**src/verilog/rsc_defs.svh**
```systemverilog
// Register offsets, field positions, reset values and timing counts for the
// radio state control block. Assumes a 20 MHz core clock.
`ifndef RSC_DEFS_SVH
`define RSC_DEFS_SVH

// Register offsets (10-bit register address space).
`define RSC_ADDR_CLK_CTRL    10'h009
`define RSC_ADDR_CFG1        10'h014
`define RSC_ADDR_CFG2        10'h015
`define RSC_ADDR_PLL_LOCK    10'h05e
`define RSC_ADDR_RX_CAL_CTL  10'h230
`define RSC_ADDR_RX_INT_WORD 10'h231
`define RSC_ADDR_TX_CAL_CTL  10'h270
`define RSC_ADDR_TX_INT_WORD 10'h271

// Field positions.
`define RSC_CFG1_TO_STANDBY  0
`define RSC_CFG1_FORCE_STBY  2
`define RSC_CFG1_LEVEL_MODE  3
`define RSC_CFG1_FORCE_TX    5
`define RSC_CFG1_FORCE_RX    6
`define RSC_CFG2_FULL_DUPLEX 3
`define RSC_CFG2_INDEP       7
`define RSC_CAL_DISABLE      0
`define RSC_PLL_LOCK_BIT     7

// Reset values.
`define RSC_CLK_CTRL_RST     8'h00
`define RSC_CFG1_RST         8'h08
`define RSC_CFG2_RST         8'h00
`define RSC_CAL_CTL_RST      8'h00

// Timing.
`define RSC_CLK_PERIOD_NS    50
`define RSC_LOAD_DELAY_NS    2000
`define RSC_LOAD_DELAY_CYC   ((`RSC_LOAD_DELAY_NS + `RSC_CLK_PERIOD_NS - 1) / `RSC_CLK_PERIOD_NS)
`define RSC_FLUSH_TICKS      6

`endif

```
**src/verilog/rsc_pkg.sv**
```systemverilog
// Types shared by the radio state control block.
// Assumes rsc_defs.svh supplies every numeric constant.
package rsc_pkg;

    typedef enum logic [3:0] {
        ST_WAIT,
        ST_DELAY,
        ST_STANDBY,
        ST_TX,
        ST_TX_FLUSH,
        ST_RX,
        ST_RX_FLUSH,
        ST_FDD,
        ST_FDD_FLUSH
    } rsc_state_e;

endpackage : rsc_pkg

```
**src/verilog/rsc_state_ctrl.sv**
```systemverilog
// Radio enable state machine: pin and register control of standby, receive,
// transmit and full-duplex states, chain enables, VCO calibration requests
// and sleep. Assumes the register port is the core_clk side of a serial
// register slave, flush_tick is a one-cycle pulse per ADC clock / 64.
`timescale 1ns/1ps
`default_nettype none
`include "rsc_defs.svh"

module rsc_state_ctrl (
    // Clock and reset
    input  wire logic        core_clk,
    input  wire logic        sys_rst,
    // Control pins
    input  wire logic        enable_pin,
    input  wire logic        tx_rx_select_pin,
    input  wire logic        flush_tick,
    input  wire logic        baseband_pll_locked,
    // Register port
    input  wire logic        reg_wr,
    input  wire logic        reg_rd,
    input  wire logic [9:0]  reg_addr,
    input  wire logic [7:0]  reg_wdata,
    output logic      [7:0]  reg_rdata,
    output logic             reg_rvalid,
    // Transmit data path
    input  wire logic        tx_frame,
    input  wire logic [11:0] tx_data_in,
    output logic      [11:0] tx_data_out,
    // Radio controls
    output logic             rx_chain_en,
    output logic             tx_chain_en,
    output logic             rx_synth_en,
    output logic             tx_synth_en,
    output logic             rx_cal_req,
    output logic             tx_cal_req,
    output logic      [3:0]  state_code,
    output logic      [7:0]  clock_enable_control
);

    localparam logic [7:0] LOAD_CYC = 8'(`RSC_LOAD_DELAY_CYC);
    localparam logic [2:0] FLUSH_N  = 3'(`RSC_FLUSH_TICKS);

    typedef struct packed {
        rsc_pkg::rsc_state_e state;
        logic [7:0]          dly_cnt;
        logic [2:0]          flush_cnt;
        logic [7:0]          cal_cnt;
        logic                cal_pend;
        logic [7:0]          clk_ctrl;
        logic [7:0]          cfg1;
        logic [7:0]          cfg2;
        logic [7:0]          rx_cal_ctl;
        logic [7:0]          tx_cal_ctl;
        logic                spi_cmd;
        logic                rx_chain;
        logic                tx_chain;
        logic                rx_synth;
        logic                tx_synth;
        logic                rx_cal;
        logic                tx_cal;
        logic [3:0]          code;
        logic [7:0]          rdata;
        logic                rvalid;
        logic [11:0]         txd;
    } rsc_ctrl_s;

    rsc_ctrl_s r_q;
    rsc_ctrl_s r_d;

    logic [1:0] pin_async;
    logic [1:0] pin_lvl;
    logic [1:0] pin_rise;
    logic [1:0] pin_fall;

    assign pin_async = {tx_rx_select_pin, enable_pin};

    genvar gi;
    generate
        for (gi = 0; gi < 2; gi++)
        begin : g_pin
            rsc_sync_edge u_sync (
                .core_clk (core_clk),
                .sys_rst  (sys_rst),
                .pin_in   (pin_async[gi]),
                .level    (pin_lvl[gi]),
                .rise     (pin_rise[gi]),
                .fall     (pin_fall[gi])
            );
        end
    endgenerate

    logic en_lvl;
    logic en_rise;
    logic en_fall;
    logic sel_lvl;
    logic sel_rise;
    logic sel_fall;

    assign en_lvl   = pin_lvl[0];
    assign en_rise  = pin_rise[0];
    assign en_fall  = pin_fall[0];
    assign sel_lvl  = pin_lvl[1];
    assign sel_rise = pin_rise[1];
    assign sel_fall = pin_fall[1];

    always_comb
    begin
        logic awake;
        logic fdd;
        logic indep;
        logic level_md;
        logic to_stby;
        logic f_rx;
        logic f_tx;
        logic en_exit;
        logic cal_rx_ok;
        logic cal_tx_ok;
        logic int_wr;
        logic cal_rx;
        logic cal_tx;
        rsc_pkg::rsc_state_e leave_to;

        awake     = (r_q.clk_ctrl != 8'h00);
        fdd       = r_q.cfg2[`RSC_CFG2_FULL_DUPLEX];
        indep     = fdd & r_q.cfg2[`RSC_CFG2_INDEP];
        level_md  = r_q.cfg1[`RSC_CFG1_LEVEL_MODE];
        to_stby   = r_q.cfg1[`RSC_CFG1_TO_STANDBY];
        f_rx      = r_q.cfg1[`RSC_CFG1_FORCE_RX];
        f_tx      = r_q.cfg1[`RSC_CFG1_FORCE_TX];
        en_exit   = level_md ? en_fall : en_rise;
        cal_rx_ok = ~r_q.rx_cal_ctl[`RSC_CAL_DISABLE];
        cal_tx_ok = ~r_q.tx_cal_ctl[`RSC_CAL_DISABLE];
        int_wr    = reg_wr & ((reg_addr == `RSC_ADDR_RX_INT_WORD)
                              | (reg_addr == `RSC_ADDR_TX_INT_WORD));
        cal_rx    = 1'b0;
        cal_tx    = 1'b0;
        leave_to  = to_stby ? rsc_pkg::ST_STANDBY : rsc_pkg::ST_WAIT;

        r_d         = r_q;
        r_d.spi_cmd = 1'b0;
        r_d.rvalid  = reg_rd;

        // Register writes take effect on the next edge.
        if (reg_wr)
        begin
            unique case (reg_addr)
                `RSC_ADDR_CLK_CTRL:   r_d.clk_ctrl   = reg_wdata;
                `RSC_ADDR_CFG1:
                begin
                    r_d.cfg1    = reg_wdata;
                    r_d.spi_cmd = 1'b1;
                end
                `RSC_ADDR_CFG2:       r_d.cfg2       = reg_wdata;
                `RSC_ADDR_RX_CAL_CTL: r_d.rx_cal_ctl = reg_wdata;
                `RSC_ADDR_TX_CAL_CTL: r_d.tx_cal_ctl = reg_wdata;
                default:              r_d.clk_ctrl   = r_q.clk_ctrl;
            endcase
        end

        if (reg_rd)
        begin
            unique case (reg_addr)
                `RSC_ADDR_CLK_CTRL:   r_d.rdata = r_q.clk_ctrl;
                `RSC_ADDR_CFG1:       r_d.rdata = r_q.cfg1;
                `RSC_ADDR_CFG2:       r_d.rdata = r_q.cfg2;
                `RSC_ADDR_PLL_LOCK:   r_d.rdata = {baseband_pll_locked, 7'h00};
                `RSC_ADDR_RX_CAL_CTL: r_d.rdata = r_q.rx_cal_ctl;
                `RSC_ADDR_TX_CAL_CTL: r_d.rdata = r_q.tx_cal_ctl;
                default:              r_d.rdata = 8'h00;
            endcase
        end

        if (awake)
        begin
            unique case (r_q.state)
                rsc_pkg::ST_WAIT:
                begin
                    if (en_rise | (r_q.spi_cmd & r_q.cfg1[`RSC_CFG1_FORCE_STBY]))
                    begin
                        r_d.state   = rsc_pkg::ST_DELAY;
                        r_d.dly_cnt = LOAD_CYC;
                    end
                end
                rsc_pkg::ST_DELAY:
                begin
                    if (r_q.dly_cnt <= 8'h01)
                    begin
                        r_d.state = rsc_pkg::ST_STANDBY;
                        cal_rx    = fdd | ~sel_lvl;
                        cal_tx    = fdd | sel_lvl;
                    end
                    else
                    begin
                        r_d.dly_cnt = r_q.dly_cnt - 8'h01;
                    end
                end
                rsc_pkg::ST_STANDBY:
                begin
                    if (r_q.spi_cmd & f_tx)
                    begin
                        r_d.state = fdd ? rsc_pkg::ST_FDD : rsc_pkg::ST_TX;
                        r_d.rx_chain = 1'b0;
                        r_d.tx_chain = 1'b0;
                    end
                    else if (r_q.spi_cmd & f_rx & ~fdd)
                    begin
                        r_d.state = rsc_pkg::ST_RX;
                    end
                    else if (en_rise & ~indep)
                    begin
                        if (fdd)
                            r_d.state = rsc_pkg::ST_FDD;
                        else if (sel_lvl)
                            r_d.state = rsc_pkg::ST_TX;
                        else
                            r_d.state = rsc_pkg::ST_RX;
                    end
                end
                rsc_pkg::ST_TX,
                rsc_pkg::ST_RX:
                begin
                    if (en_exit | (r_q.spi_cmd & ~f_tx & ~f_rx))
                    begin
                        r_d.state     = (r_q.state == rsc_pkg::ST_TX)
                                        ? rsc_pkg::ST_TX_FLUSH : rsc_pkg::ST_RX_FLUSH;
                        r_d.flush_cnt = FLUSH_N;
                    end
                end
                rsc_pkg::ST_FDD:
                begin
                    if (indep)
                    begin
                        if (r_q.spi_cmd & ~f_tx)
                            r_d.state = leave_to;
                    end
                    else if (en_exit | (r_q.spi_cmd & ~f_tx))
                    begin
                        r_d.state     = rsc_pkg::ST_FDD_FLUSH;
                        r_d.flush_cnt = FLUSH_N;
                    end
                end
                rsc_pkg::ST_TX_FLUSH,
                rsc_pkg::ST_RX_FLUSH,
                rsc_pkg::ST_FDD_FLUSH:
                begin
                    if (flush_tick)
                    begin
                        r_d.flush_cnt = r_q.flush_cnt - 3'h1;
                        if (r_q.flush_cnt == 3'h1)
                            r_d.state = leave_to;
                    end
                end
                default:
                    r_d.state = rsc_pkg::ST_WAIT;
            endcase
        end

        if (indep & (r_q.state == rsc_pkg::ST_FDD) & (r_d.state == rsc_pkg::ST_FDD))
        begin
            if (level_md)
            begin
                r_d.rx_chain = en_lvl;
                r_d.tx_chain = sel_lvl;
            end
            else
            begin
                r_d.rx_chain = r_q.rx_chain ^ en_rise;
                r_d.tx_chain = r_q.tx_chain ^ sel_rise;
            end
        end
        else if (r_d.state != rsc_pkg::ST_FDD)
        begin
            r_d.rx_chain = (r_d.state == rsc_pkg::ST_RX);
            r_d.tx_chain = (r_d.state == rsc_pkg::ST_TX);
        end
        else
        begin
            r_d.rx_chain = ~indep;
            r_d.tx_chain = ~indep;
        end

        unique case (r_d.state)
            rsc_pkg::ST_WAIT,
            rsc_pkg::ST_DELAY:
            begin
                r_d.rx_synth = 1'b0;
                r_d.tx_synth = 1'b0;
            end
            rsc_pkg::ST_RX,
            rsc_pkg::ST_RX_FLUSH:
            begin
                r_d.rx_synth = 1'b1;
                r_d.tx_synth = fdd;
            end
            rsc_pkg::ST_TX,
            rsc_pkg::ST_TX_FLUSH:
            begin
                r_d.rx_synth = fdd;
                r_d.tx_synth = 1'b1;
            end
            rsc_pkg::ST_STANDBY:
            begin
                r_d.rx_synth = fdd | ~sel_lvl;
                r_d.tx_synth = fdd | sel_lvl;
            end
            default:
            begin
                r_d.rx_synth = 1'b1;
                r_d.tx_synth = 1'b1;
            end
        endcase

        // integer word write in full duplex or time division
        if (awake & int_wr)
        begin
            if (fdd)
            begin
                cal_rx = 1'b1;
                cal_tx = 1'b1;
            end
            else if ((r_q.state == rsc_pkg::ST_STANDBY) | (r_q.state == rsc_pkg::ST_RX)
                     | (r_q.state == rsc_pkg::ST_TX))
            begin
                cal_rx = cal_rx | ~sel_lvl;
                cal_tx = cal_tx | sel_lvl;
            end
        end

        if (awake & ~fdd & (sel_rise | sel_fall))
        begin
            r_d.cal_pend = 1'b1;
            r_d.cal_cnt  = LOAD_CYC;
        end
        else if (r_q.cal_pend)
        begin
            if (r_q.cal_cnt <= 8'h01)
            begin
                r_d.cal_pend = 1'b0;
                cal_rx       = cal_rx | ~sel_lvl;
                cal_tx       = cal_tx | sel_lvl;
            end
            else
            begin
                r_d.cal_cnt = r_q.cal_cnt - 8'h01;
            end
        end

        r_d.rx_cal = cal_rx & cal_rx_ok;
        r_d.tx_cal = cal_tx & cal_tx_ok;

        r_d.txd = tx_frame ? tx_data_in : 12'h000;

        unique case (r_d.state)
            rsc_pkg::ST_WAIT:      r_d.code = 4'h0;
            rsc_pkg::ST_DELAY:     r_d.code = 4'h4;
            rsc_pkg::ST_STANDBY:   r_d.code = 4'h5;
            rsc_pkg::ST_TX:        r_d.code = 4'h6;
            rsc_pkg::ST_TX_FLUSH:  r_d.code = 4'h7;
            rsc_pkg::ST_RX:        r_d.code = 4'h8;
            rsc_pkg::ST_RX_FLUSH:  r_d.code = 4'h9;
            rsc_pkg::ST_FDD:       r_d.code = 4'ha;
            rsc_pkg::ST_FDD_FLUSH: r_d.code = 4'hb;
            default:               r_d.code = 4'h0;
        endcase
    end

    always_ff @(posedge core_clk or posedge sys_rst)
    begin
        if (sys_rst)
        begin
            r_q            <= '0;
            r_q.state      <= rsc_pkg::ST_WAIT;
            r_q.clk_ctrl   <= `RSC_CLK_CTRL_RST;
            r_q.cfg1       <= `RSC_CFG1_RST;
            r_q.cfg2       <= `RSC_CFG2_RST;
            r_q.rx_cal_ctl <= `RSC_CAL_CTL_RST;
            r_q.tx_cal_ctl <= `RSC_CAL_CTL_RST;
        end
        else
        begin
            r_q <= r_d;
        end
    end

    assign reg_rdata            = r_q.rdata;
    assign reg_rvalid           = r_q.rvalid;
    assign tx_data_out          = r_q.txd;
    assign rx_chain_en          = r_q.rx_chain;
    assign tx_chain_en          = r_q.tx_chain;
    assign rx_synth_en          = r_q.rx_synth;
    assign tx_synth_en          = r_q.tx_synth;
    assign rx_cal_req           = r_q.rx_cal;
    assign tx_cal_req           = r_q.tx_cal;
    assign state_code           = r_q.code;
    assign clock_enable_control = r_q.clk_ctrl;

endmodule : rsc_state_ctrl

`default_nettype wire

```
**src/verilog/rsc_sync_edge.sv**
```systemverilog
// Two-flop synchroniser with registered level, rise and fall outputs.
// Assumes the input pin is asynchronous to core_clk.
`timescale 1ns/1ps
`default_nettype none

module rsc_sync_edge (
    // Clock and reset
    input  wire logic core_clk,
    input  wire logic sys_rst,
    // Pin and outputs
    input  wire logic pin_in,
    output logic      level,
    output logic      rise,
    output logic      fall
);

    typedef struct packed {
        logic meta;
        logic sync;
        logic lvl;
        logic rise;
        logic fall;
    } rsc_sync_s;

    rsc_sync_s r_q;
    rsc_sync_s r_d;

    always_comb
    begin
        r_d      = r_q;
        r_d.meta = pin_in;
        r_d.sync = r_q.meta;
        r_d.lvl  = r_q.sync;
        r_d.rise = r_q.sync & ~r_q.lvl;
        r_d.fall = ~r_q.sync & r_q.lvl;
    end

    always_ff @(posedge core_clk or posedge sys_rst)
    begin
        if (sys_rst)
            r_q <= '0;
        else
            r_q <= r_d;
    end

    assign level = r_q.lvl;
    assign rise  = r_q.rise;
    assign fall  = r_q.fall;

endmodule : rsc_sync_edge

`default_nettype wire

```
**config.mk**
```make
export PLATFORM = sky130hd
export DESIGN_NAME = rsc_state_ctrl
export DESIGN_NICKNAME = d
export VERILOG_FILES = /design/src/verilog/rsc_pkg.sv /design/src/verilog/rsc_state_ctrl.sv /design/src/verilog/rsc_sync_edge.sv
export VERILOG_INCLUDE_DIRS = /design/src /design/src/verilog
export SDC_FILE = /design/constraint.sdc
export NUM_CORES = 1
export LEC_CHECK = 0
export BUFFER_PORTS_ARGS = -buffer_cell sky130_fd_sc_hd__buf_2
export CORE_MARGIN = 2
export CORE_UTILIZATION = 62
export DETAILED_ROUTE_END_ITERATION = 10
export MAX_ROUTING_LAYER = met4
export PLACE_DENSITY_LB_ADDON = 0.12
export REMOVE_ABC_BUFFERS = 1
export SYNTH_ARGS = -nofsm -noshare
export SYNTH_HDL_FRONTEND = slang
export SYNTH_HIERARCHICAL = 1
export SYNTH_SLANG_ARGS = --single-unit
```
**constraint.sdc**
```tcl
create_clock -name core_clk -period 5.91 [get_ports core_clk]
set_clock_uncertainty 0.15 [all_clocks]
set_input_delay 0.8865 -clock core_clk [delete_from_list [all_inputs] [get_ports core_clk]]
set_output_delay 0.8865 -clock core_clk [all_outputs]
set_load 0.02 [all_outputs]
```
==> results.toml, run 1 <==
[placement]
io_buffers = 77
place_congestion = 0.901
hpwl_mm = 8.10

[drt]
first_pass_iters = 5
antenna_left = 0
viasPerCell = 5.97
top_layer = "met4"
wl_met3_microns = 446
wl_mm = 11.2
wl_per_cell_microns = 16.9
drc = 0
first_iter_violations = 323
met2WireLength_mm = 5.45
vias = 3979
wl_met1_mm = 5.15

[clocking]
cts.sinks = 106
ctsHtreeMaxLevel = 3
cts_resized = 0
path_clk_slew_ns = 0.11
cts_hold_buf = 0
tritoncts = "yes"
ctsRootBufferMaster = "clkbuf_8"
cts_buffer_depth = 2
cts_setup_buffers = 0
cts_buffers = 9
clk_latency_ns = 0.39

[synthesis]
yosys_warnings = 6
netlist-cell-type-count = 68
synth_area_leaders = "dfrtp_1 (49%), mux2_2 (8.3%), buf_4 (4.4%)"
synth_area_per_cell_sq_um = 10.5
ys_ff_latch = 106
ys_async_sr_fraction_pct = 100
seq_area_frac_synth_pct = 49.0
synth.top_cell.area_share_pct = 48.5
synth_edf_count = 0
synth_area_leader_cell = "dfrtp_1"
syn_inst = 514
syn-cell-area_sq_um = 5410
ys.flop_type = "dfrtp_1"

[hold_path]
hold_path_class = "reg2reg"
min_to = "g_pin[0].u_sync/r_d[2]"
hp-start = "g_pin[0].u_sync/r_d[3]"
whs_path_depth = 0

[die]
rows = 34
pin_count = 78
design.core.area_sq_um = 8590
start_util_pct = 63.0
die_w_microns = 97.4
die_height_microns = 97.4
die-area_sq_um = 9500

[timing]
finalCritPeriodShare_pct = 63.0
slew_violations = 0
relSlewSlack_pct = 29.9
setup_violations = 0
fmax_mhz = 268
hold_slack_ns = 0.215
finalSetupTns_ns = 0
layout_min_cycle_time_ns = 3.73
worst_pin_slew_ns = 1.04
rsz0062_at_grt = "false"
hold_violations = 0

[setup_path]
cp.required_ns = 6.05
critPathMaxFanout = 14
cp-end-kind = "flop"
timing.rr.start = "clock_enable_control[4]"
reg2reg_depth = 10
crit_path_start_kind = "flop"
rr_endpoint = "tx_synth_en"
crit_arrival_ns = 3.86
crit_type = "reg2reg"
reg2reg_slack_ns = 2.18

[grt]
grt_pass1_vias = 3937
antenna_found_initial = 0
grt_max_degree = 67
grtUsageTotal_pct = 25.8
gr-total-overflow = 0
grt_first_pass_wirelength_mm = 19.2

[pwr]
ir_drop_v = 0.000184
leakagePower_nw = 2.79
powerDensity_nw_per_um2 = 334

[final_layout]
area_delta_synth_final_pct = 8.11
drive_above_1_share_pct = 26.9
nets = 600
mostFrequentLayoutCells = "dfrtp_1 (105), buf_2 (77), mux2_2 (40)"
final_common_cell = "dfrtp_1"
diodes = 0

[run]
maxCapViolations = 0

[run_status]
status = "finished, final reports clean"
[layer usage]
layer | global-route usage [%] | up-vias
met5 | - | -
met4 | 7.91 | 0
met3 | 4.10 | 22
met2 | 40.7 | 101
met1 | 35.0 | 1980
li1 | - | 1876
[per-stage QoR]
stage / total power, mW / instance area [sq um] / instances / setup WS (ns) / utilization (%)
2_1_floorplan: 1.32 / 5100 / 462 / 2.37 / -
3_3_place_gp: 1.48 / 5640 / 650 / 2.32 / 65.6
3_5_place_dp: 1.49 / 5640 / 650 / 2.24 / 65.6
4_1_cts: 1.97 / 5850 / 666 / 2.21 / 68.1
5_1_grt: 2.08 / 5850 / 666 / 1.93 / 68.1
6_report: 1.96 / 5850 / 666 / 2.18 / 68.1
[how the worst max path moves through the flow]
stage	to	from	slack (ns)
detailed placement	tx_synth_en	clock_enable_control[4]	2.24
global placement	tx_synth_en	clock_enable_control[0]	2.32
floorplan	clock_enable_control[0]	sys_rst	2.37
finish	tx_synth_en	clock_enable_control[4]	2.18
CTS	tx_synth_en	clock_enable_control[4]	2.21
global route	tx_synth_en	clock_enable_control[0]	1.93
[critical path, cell delays in order (launching register included)]
cell       delay, ns
dfrtp_1         0.43
or4_1           0.58
nor2_1          0.66
a211oi_2        0.30
a2111oi_4       0.50
inv_1           0.09
ha_1            0.24
inv_1           0.13
nor2_1          0.06
a211o_1         0.26
a211o_1         0.22
[Yosys cell counts (all sizes together) (3+ instances only)]
cell type,instances
xnor2,7
o21ai,35
mux2i,12
o41ai,3
o211ai,5
o21a,3
nor4b,3
and2,15
and3,4
nor4,5
ha,8
nor3,8
dfrtp,105
nor3b,4
nor2b,7
o22ai,11
nand2b,10
inv,26
a221oi,9
nand3,7
buf,36
a21oi,16
or4,4
or3,8
a211o,3
a211oi,5
nand2,35
nor2,27
mux2,40
clkbuf,16
[cell families after synthesis]
| kind of cell | after synthesis | synth area share (%) |
|---|---|---|
| compound gates | 111 | 13.9 |
| xor+xnor | 9 | 1.46 |
| fa+ha+maj | 8 | 1.85 |
| buf+inv | 78 | 7.67 |
| flops | 106 | 49.0 |
| mux | 52 | 10.5 |
| simple gates | 150 | 15.6 |
[state kept, by name (all words and copies together) (netlist names), 2 cells and up]
register / cells
state_code: 4
clock_enable_control: 8
g_pin.u_sync/level: 2
g_pin.u_sync/fall: 2
tx_data_out: 12
g_pin.u_sync/rise: 2
r_q: 57
g_pin.u_sync/r_d: 4
reg_rdata: 8
[power by group]
group          total (mW)  internal, mW  switching [mW]
clock network       0.467         0.174           0.293
logic               0.590         0.246           0.344
registers           0.897         0.805          0.0921
[cell type report]
| type | count | area [sq um] |
|---|---|---|
| Timing Repair Buffer | 80 | 408 |
| Clock buffer | 9 | 124 |
| Fill cell | 686 | 2740 |
| Clock inverter | 7 | 88.8 |
| Sequential cell | 106 | 2650 |
| Inverter | 26 | 98.8 |
| Tap cell | 108 | 135 |
| Multi-Input combinational cell | 330 | 2340 |
(Power assumes the default switching activity.)
==> run 2: changes to the inputs <==
- ABC_AREA: not set -> 1
- CORE_UTILIZATION: 62 -> 52
- clock period: 5.91 -> 3 ns (I/O delays scaled with it)
==> run 2 against run 1 <==
Against the previous run:
- setup slack got worse by 1.7 ns
- utilization shrank 9.2 points
- final area up 4.4%
- sequential share of layout area down 1.9 points
- clock power increased by 83%
- global-route usage is 2.0 points lower
- non-clock buffer count up 4
- largest power group unchanged
==> results.toml, run 2 <==
[run_status]
status = "finished, final reports clean"

[synthesis]
netlist_top_cells_count = "nand2_1 (165), dfrtp_1 (105), inv_1 (100)"
seq_area_frac_synth_pct = 47.4
synth_area_per_cell_sq_um = 7.93
ys_ff_latch = 106
synth.top_cell.area_share_pct = 47.0
synth_edf_count = 0
synth_area_leader_cell = "dfrtp_1"
ys_async_sr_fraction_pct = 100
syn_inst = 706
yosys_warnings = 6
yosysMostFrequentCell = "nand2_1"
syn-cell-area_sq_um = 5600
netlist-cell-type-count = 44
synth_area_leaders = "dfrtp_1 (47%), nand2_1 (11%), inv_1 (6.7%)"
ys.flop_type = "dfrtp_1"

[final_layout]
mostFrequentLayoutCells = "nand2_1 (165), dfrtp_1 (105), inv_1 (99)"
largest_reg_flops = 57
post-route-cell-area_sq_um = 6110
regMostFlops = "r_q"
area_delta_synth_final_pct = 9.21
final_common_cell = "nand2_1"
final_util_pct = 58.9
drive_above_1_share_pct = 18.4
diodes = 0
stdcell_count = 901
nets = 807

[drt]
vias = 4581
antenna_left = 0
first_iter_violations = 308
wl_mm = 12.7
drc = 0
wl_per_cell_microns = 14.1
first_pass_iters = 5
viasPerCell = 5.08

[timing]
setup_violations = 0
slew_violations = 0
finalSetupTns_ns = 0
setup_slack_ns = 0.521
hold_violations = 0
fmax_mhz = 403
layout_min_cycle_time_ns = 2.48
worst_pin_slew_ns = 0.574
rsz0062_at_grt = "false"
relSlewSlack_pct = 61.6
hold_slack_ns = 0.0308
finalCritPeriodShare_pct = 82.6

[clocking]
ctsRootBufferMaster = "clkbuf_8"
cts_setup_buffers = 0
path_clk_slew_ns = 0.10
tritoncts = "yes"
clk_latency_ns = 0.37
ctsHtreeMaxLevel = 3
cts_buffer_depth = 2
cts_buffers = 9
cts_resized = 0
cts.sinks = 106

[die]
pin_count = 78
design.core.area_sq_um = 10400
die_height_microns = 108
start_util_pct = 54.0
rows = 37
die_w_microns = 108
die-area_sq_um = 11600

[pwr]
clockPowerShare_pct = 21.4
ir_drop_v = 0.000314
internal_power_mw = 2.46
p_total_mw = 3.99
leakagePower_nw = 3.30
p_sw_share_pct = 38.3
powerDensity_nw_per_um2 = 653
pwr-share-seq_pct = 44.8
p_sw_mw = 1.53
p_comb_share_pct = 33.8

[grt]
gr-total-overflow = 0
grtUsageTotal_pct = 23.8
grt_pass1_vias = 4552
grt_first_pass_wirelength_mm = 21.0
grt_max_degree = 45
antenna_found_initial = 0

[placement]
dpl.cell_count = 884
hpwl_mm = 9.63
dp_slack_ns = 0.488
io_buffers = 77
place_congestion = 0.988
place_area_sq_um = 5910

[hold_path]
hold_path_class = "in2reg"
hp-start = "enable_pin"

[setup_path]
crit_path_start_kind = "flop"
timing.rr.start = "r_q[93]"
critPathMaxFanout = 10
cp-end-kind = "flop"
crit_type = "reg2reg"
crit_path_start = "r_q[93]"
crit_arrival_ns = 2.60
cp.required_ns = 3.12

[run]
maxCapViolations = 0
run 2: changes by cell type after synthesis, sizes merged, moves of 9 or more:
| cell | before | now |
|---|---|---|
| clkbuf | 16 | 6 |
| nand2 | 35 | 180 |
| nand3 | 7 | 43 |
| and2 | 15 | 1 |
| mux2 | 40 | 0 |
| mux2i | 12 | 0 |
| nand2b | 10 | 0 |
| nor2 | 27 | 73 |
| a221oi | 9 | 0 |
| nand4 | 1 | 21 |
| inv | 26 | 106 |
| o21ai | 35 | 81 |
run 2: final timing paths:
check | depth (start not counted) | slack (ns) | end
max in group asynchronous | 4 | 1.44 | r_q[59]
setup reg to reg | 15 | 0.52 | tx_synth_en
setup / recovery | 15 | 0.52 | tx_synth_en
hold / removal | 1 | 0.03 | g_pin[0].u_sync/r_d[3]
min in group asynchronous | 3 | 0.39 | g_pin[0].u_sync/rise
hold reg to reg | 0 | 0.21 | g_pin[1].u_sync/r_d[2]
run 2: cell type report:
cell class	count	area (sq um)
clock inverter	3	22.5
sequential	106	2650
clock buffer	13	169
inverter	107	409
fill	988	4260
multi-input combinational	452	2250
tap	136	170
timing repair buffer	84	440
run 2: cell families after synthesis:
logic type,after synthesis,synth area share (%)
flip-flops,106,47.4
adder cells (fa/ha/maj),8,1.79
AND/OR/NAND/NOR,329,26.8
XOR/XNOR,3,0.470
buffers and inverters,148,12.4
AO/OA/AOI/OAI,112,11.0
run 2: power by group through the flow:
stage          clock network (mW)  logic [mW]  registers [mW]
2_1_floorplan                   0       0.969            1.85
3_3_place_gp                    0        1.32            1.81
3_5_place_dp                    0        1.35            1.81
4_1_cts                     0.869        1.36            1.78
5_1_grt                     0.927        1.54            1.81
6_report                    0.854        1.35            1.79
run 2: per-layer routing:
layer | vias up | share of wire (%) | track usage, %
met2 | 112 | 49 | 38.3
met4 | 0 | 1.3 | 8.97
met5 | - | 0 | -
met3 | 12 | 4.3 | 2.66
met1 | 2117 | 46 | 31.3
li1 | 2340 | - | -
run 2: repair_timing:
item | in CTS | in global routing
endpoints found under the hold margin | 10 | 0
hold buffers | 1 | 0
setup endpoints to repair | 0 | 0
run 2: critical path, stage by stage (launching register included):
cell and delay [ns]:
dfrtp_1 0.51, inv_1 0.21, nand2_2 0.08, nor2_4 0.17
nand3_1 0.14, nand3_1 0.13, o21bai_2 0.09, nand2_2 0.14
inv_1 0.08, ha_1 0.24, nand4_1 0.12, nand2_2 0.07
inv_2 0.05, nand2_1 0.05, nor2_1 0.10, nand2_1 0.05
==> run 3: changes to the inputs <==
- CORE_UTILIZATION: 52 -> 58
- clock period: 3 -> 2.52 ns (I/O delays scaled with it)
==> run 3 against run 2 <==
Against the previous run:
- die area shrank 10%
- via count grew 3.3%
- setup slack lost 0.35 ns
- sequential cell count is the same
- sequential power grew 19%
- combinational power grew 23%
- wire length grew 4.6%
- final area grew 1.7%
- highest routed layer unchanged
==> results.toml, run 3 (synthesis results as in run 2) <==
[run_status]
status = "finished, final reports clean"

[setup_path]
timing.rr.start = "r_q[84]"
cp.required_ns = 2.64
critPathMaxFanout = 6
reg2reg_slack_ns = 0.17
crit_type = "reg2reg"
cp-end-kind = "flop"
crit_arrival_ns = 2.48
reg2reg_depth = 15
crit_path_start_kind = "flop"
rr_endpoint = "rx_synth_en"

[pwr]
pwr-share-seq_pct = 43.2
p_sw_mw = 1.87
internal_power_mw = 3.07
leakagePower_nw = 3.35
p_total_mw = 4.94
p_sw_share_pct = 37.9
clockPowerShare_pct = 23.2
powerDensity_nw_per_um2 = 795
ir_drop_v = 0.000364
p_comb_share_pct = 33.6

[grt]
grt_pass1_vias = 4623
grt_max_degree = 51
grtUsageTotal_pct = 28.3
grt_first_pass_wirelength_mm = 21.9
antenna_found_initial = 0
gr-total-overflow = 0

[timing]
relSlewSlack_pct = 57.3
layout_min_cycle_time_ns = 2.35
hold_violations = 0
finalCritPeriodShare_pct = 93.4
setup_violations = 0
setup_slack_ns = 0.166
fmax_mhz = 425
slew_violations = 0
worst_pin_slew_ns = 0.636

[clocking]
cts.sinks = 106
cts_buffer_depth = 2
path_clk_slew_ns = 0.10
cts_buffers = 9
ctsHtreeMaxLevel = 3
clk_latency_ns = 0.38
ctsRootBufferMaster = "clkbuf_8"
tritoncts = "yes"

[drt]
wl_mm = 13.2
vias = 4730
first_iter_violations = 306
antenna_left = 0
first_pass_iters = 5
drc = 0
viasPerCell = 5.25
wl_per_cell_microns = 14.7

[die]
design.core.area_sq_um = 9280
rows = 35
start_util_pct = 60.3
die_height_microns = 102
die_w_microns = 102
pin_count = 78
die-area_sq_um = 10400

[placement]
hpwl_mm = 9.78
dp_slack_ns = 0.112
io_buffers = 77
place_congestion = 0.953

[final_layout]
mostFrequentLayoutCells = "nand2_1 (165), dfrtp_1 (102), inv_1 (98)"
drive_above_1_share_pct = 20.1
fillers = 826
diodes = 0
largest_reg_flops = 57
regMostFlops = "r_q"
area_delta_synth_final_pct = 11.1
nets = 815
final_common_cell = "nand2_1"

[hold_path]
hold_path_class = "in2reg"
min_to = "tx_data_out[6]"
hp-start = "tx_data_in[6]"
whs_path_depth = 3

[run]
maxCapViolations = 0
## run 3: cell count changes in the layout (fill, tap and decap cells not counted), sizes merged
cell and change:
buf +6, bufinv +2, clkbuf -4, clkinv -1
clkinvlp +1, dlygate4sd3 +2, inv +1
## run 3: how the worst max path moves through the flow
stage,start,end,depth (start not counted)
CTS,r_q[93],tx_synth_en,15
global route,r_q[51],tx_synth_en,16
global placement,r_q[51],tx_synth_en,16
detailed placement,r_q[93],tx_synth_en,15
floorplan,sys_rst,clock_enable_control[0],1
finish,r_q[84],rx_synth_en,15
## run 3: area by class of cell
type | instances | area, sq um | area share, %
clock buffer | 9 | 124 | 1.99
clock inverter | 6 | 90.1 | 1.45
inverter | 107 | 408 | 6.56
multi-input combinational | 452 | 2260 | 36.3
sequential | 106 | 2660 | 42.8
tap | 129 | 161 | 2.60
timing repair buffer | 92 | 518 | 8.34
## run 3: repair_timing
| item | CTS | global route |
|---|---|---|
| endpoints found under the setup margin | 0 | 7 |
| buffers inserted | 0 | 1 |
| hold buffers | 3 | 0 |
| hold endpoints to repair | 32 | 0 |
| gates resized for setup | 0 | 8 |
## run 3: per-layer routing
metal  up-vias  track usage (%)  part of all wire (%)
met4         0             10.4                   1.8
met2       155             46.8                    51
met3        21             4.31                   5.1
li1       2355                -                     -
met5         -                -                     0
met1      2199             35.4                    42
## run 3: critical path: stages (launching register included)
cell      delay (ns)
dfrtp_1         0.36
inv_1           0.08
ha_1            0.22
nor2_1          0.12
nor2_1          0.08
nand3_1         0.10
nand3_1         0.12
o21bai_2        0.18
nand2_2         0.13
inv_1           0.12
ha_2            0.21
nand4_1         0.11
nand2_2         0.09
nor2_2          0.04
nand3_1         0.08
nand2_1         0.06
## run 3: power by group through the flow
stage	Combinational (mW)	Clock [mW]	Sequential, mW
2_1_floorplan	1.15	0	2.20
3_3_place_gp	1.58	0	2.15
3_5_place_dp	1.61	0	2.15
4_1_cts	1.63	1.17	2.12
5_1_grt	1.89	1.23	2.17
6_report	1.66	1.15	2.13
## run 3: metrics by stage
stage | cell area (sq um) | utilization, % | std cells | hold slack, ns | setup TNS, ns
CTS | 6190 | 66.7 | 900 | 0.0221 | 0
global route | 6210 | 66.9 | 901 | 0.0251 | -0.0344
global placement | 5950 | 64.1 | 882 | 0.158 | 0
floorplan | 5310 | - | 665 | 0.00652 | -48.61
finish | 6210 | 66.9 | 901 | 0.0316 | 0
detailed placement | 5950 | 64.1 | 882 | 0.164 | 0
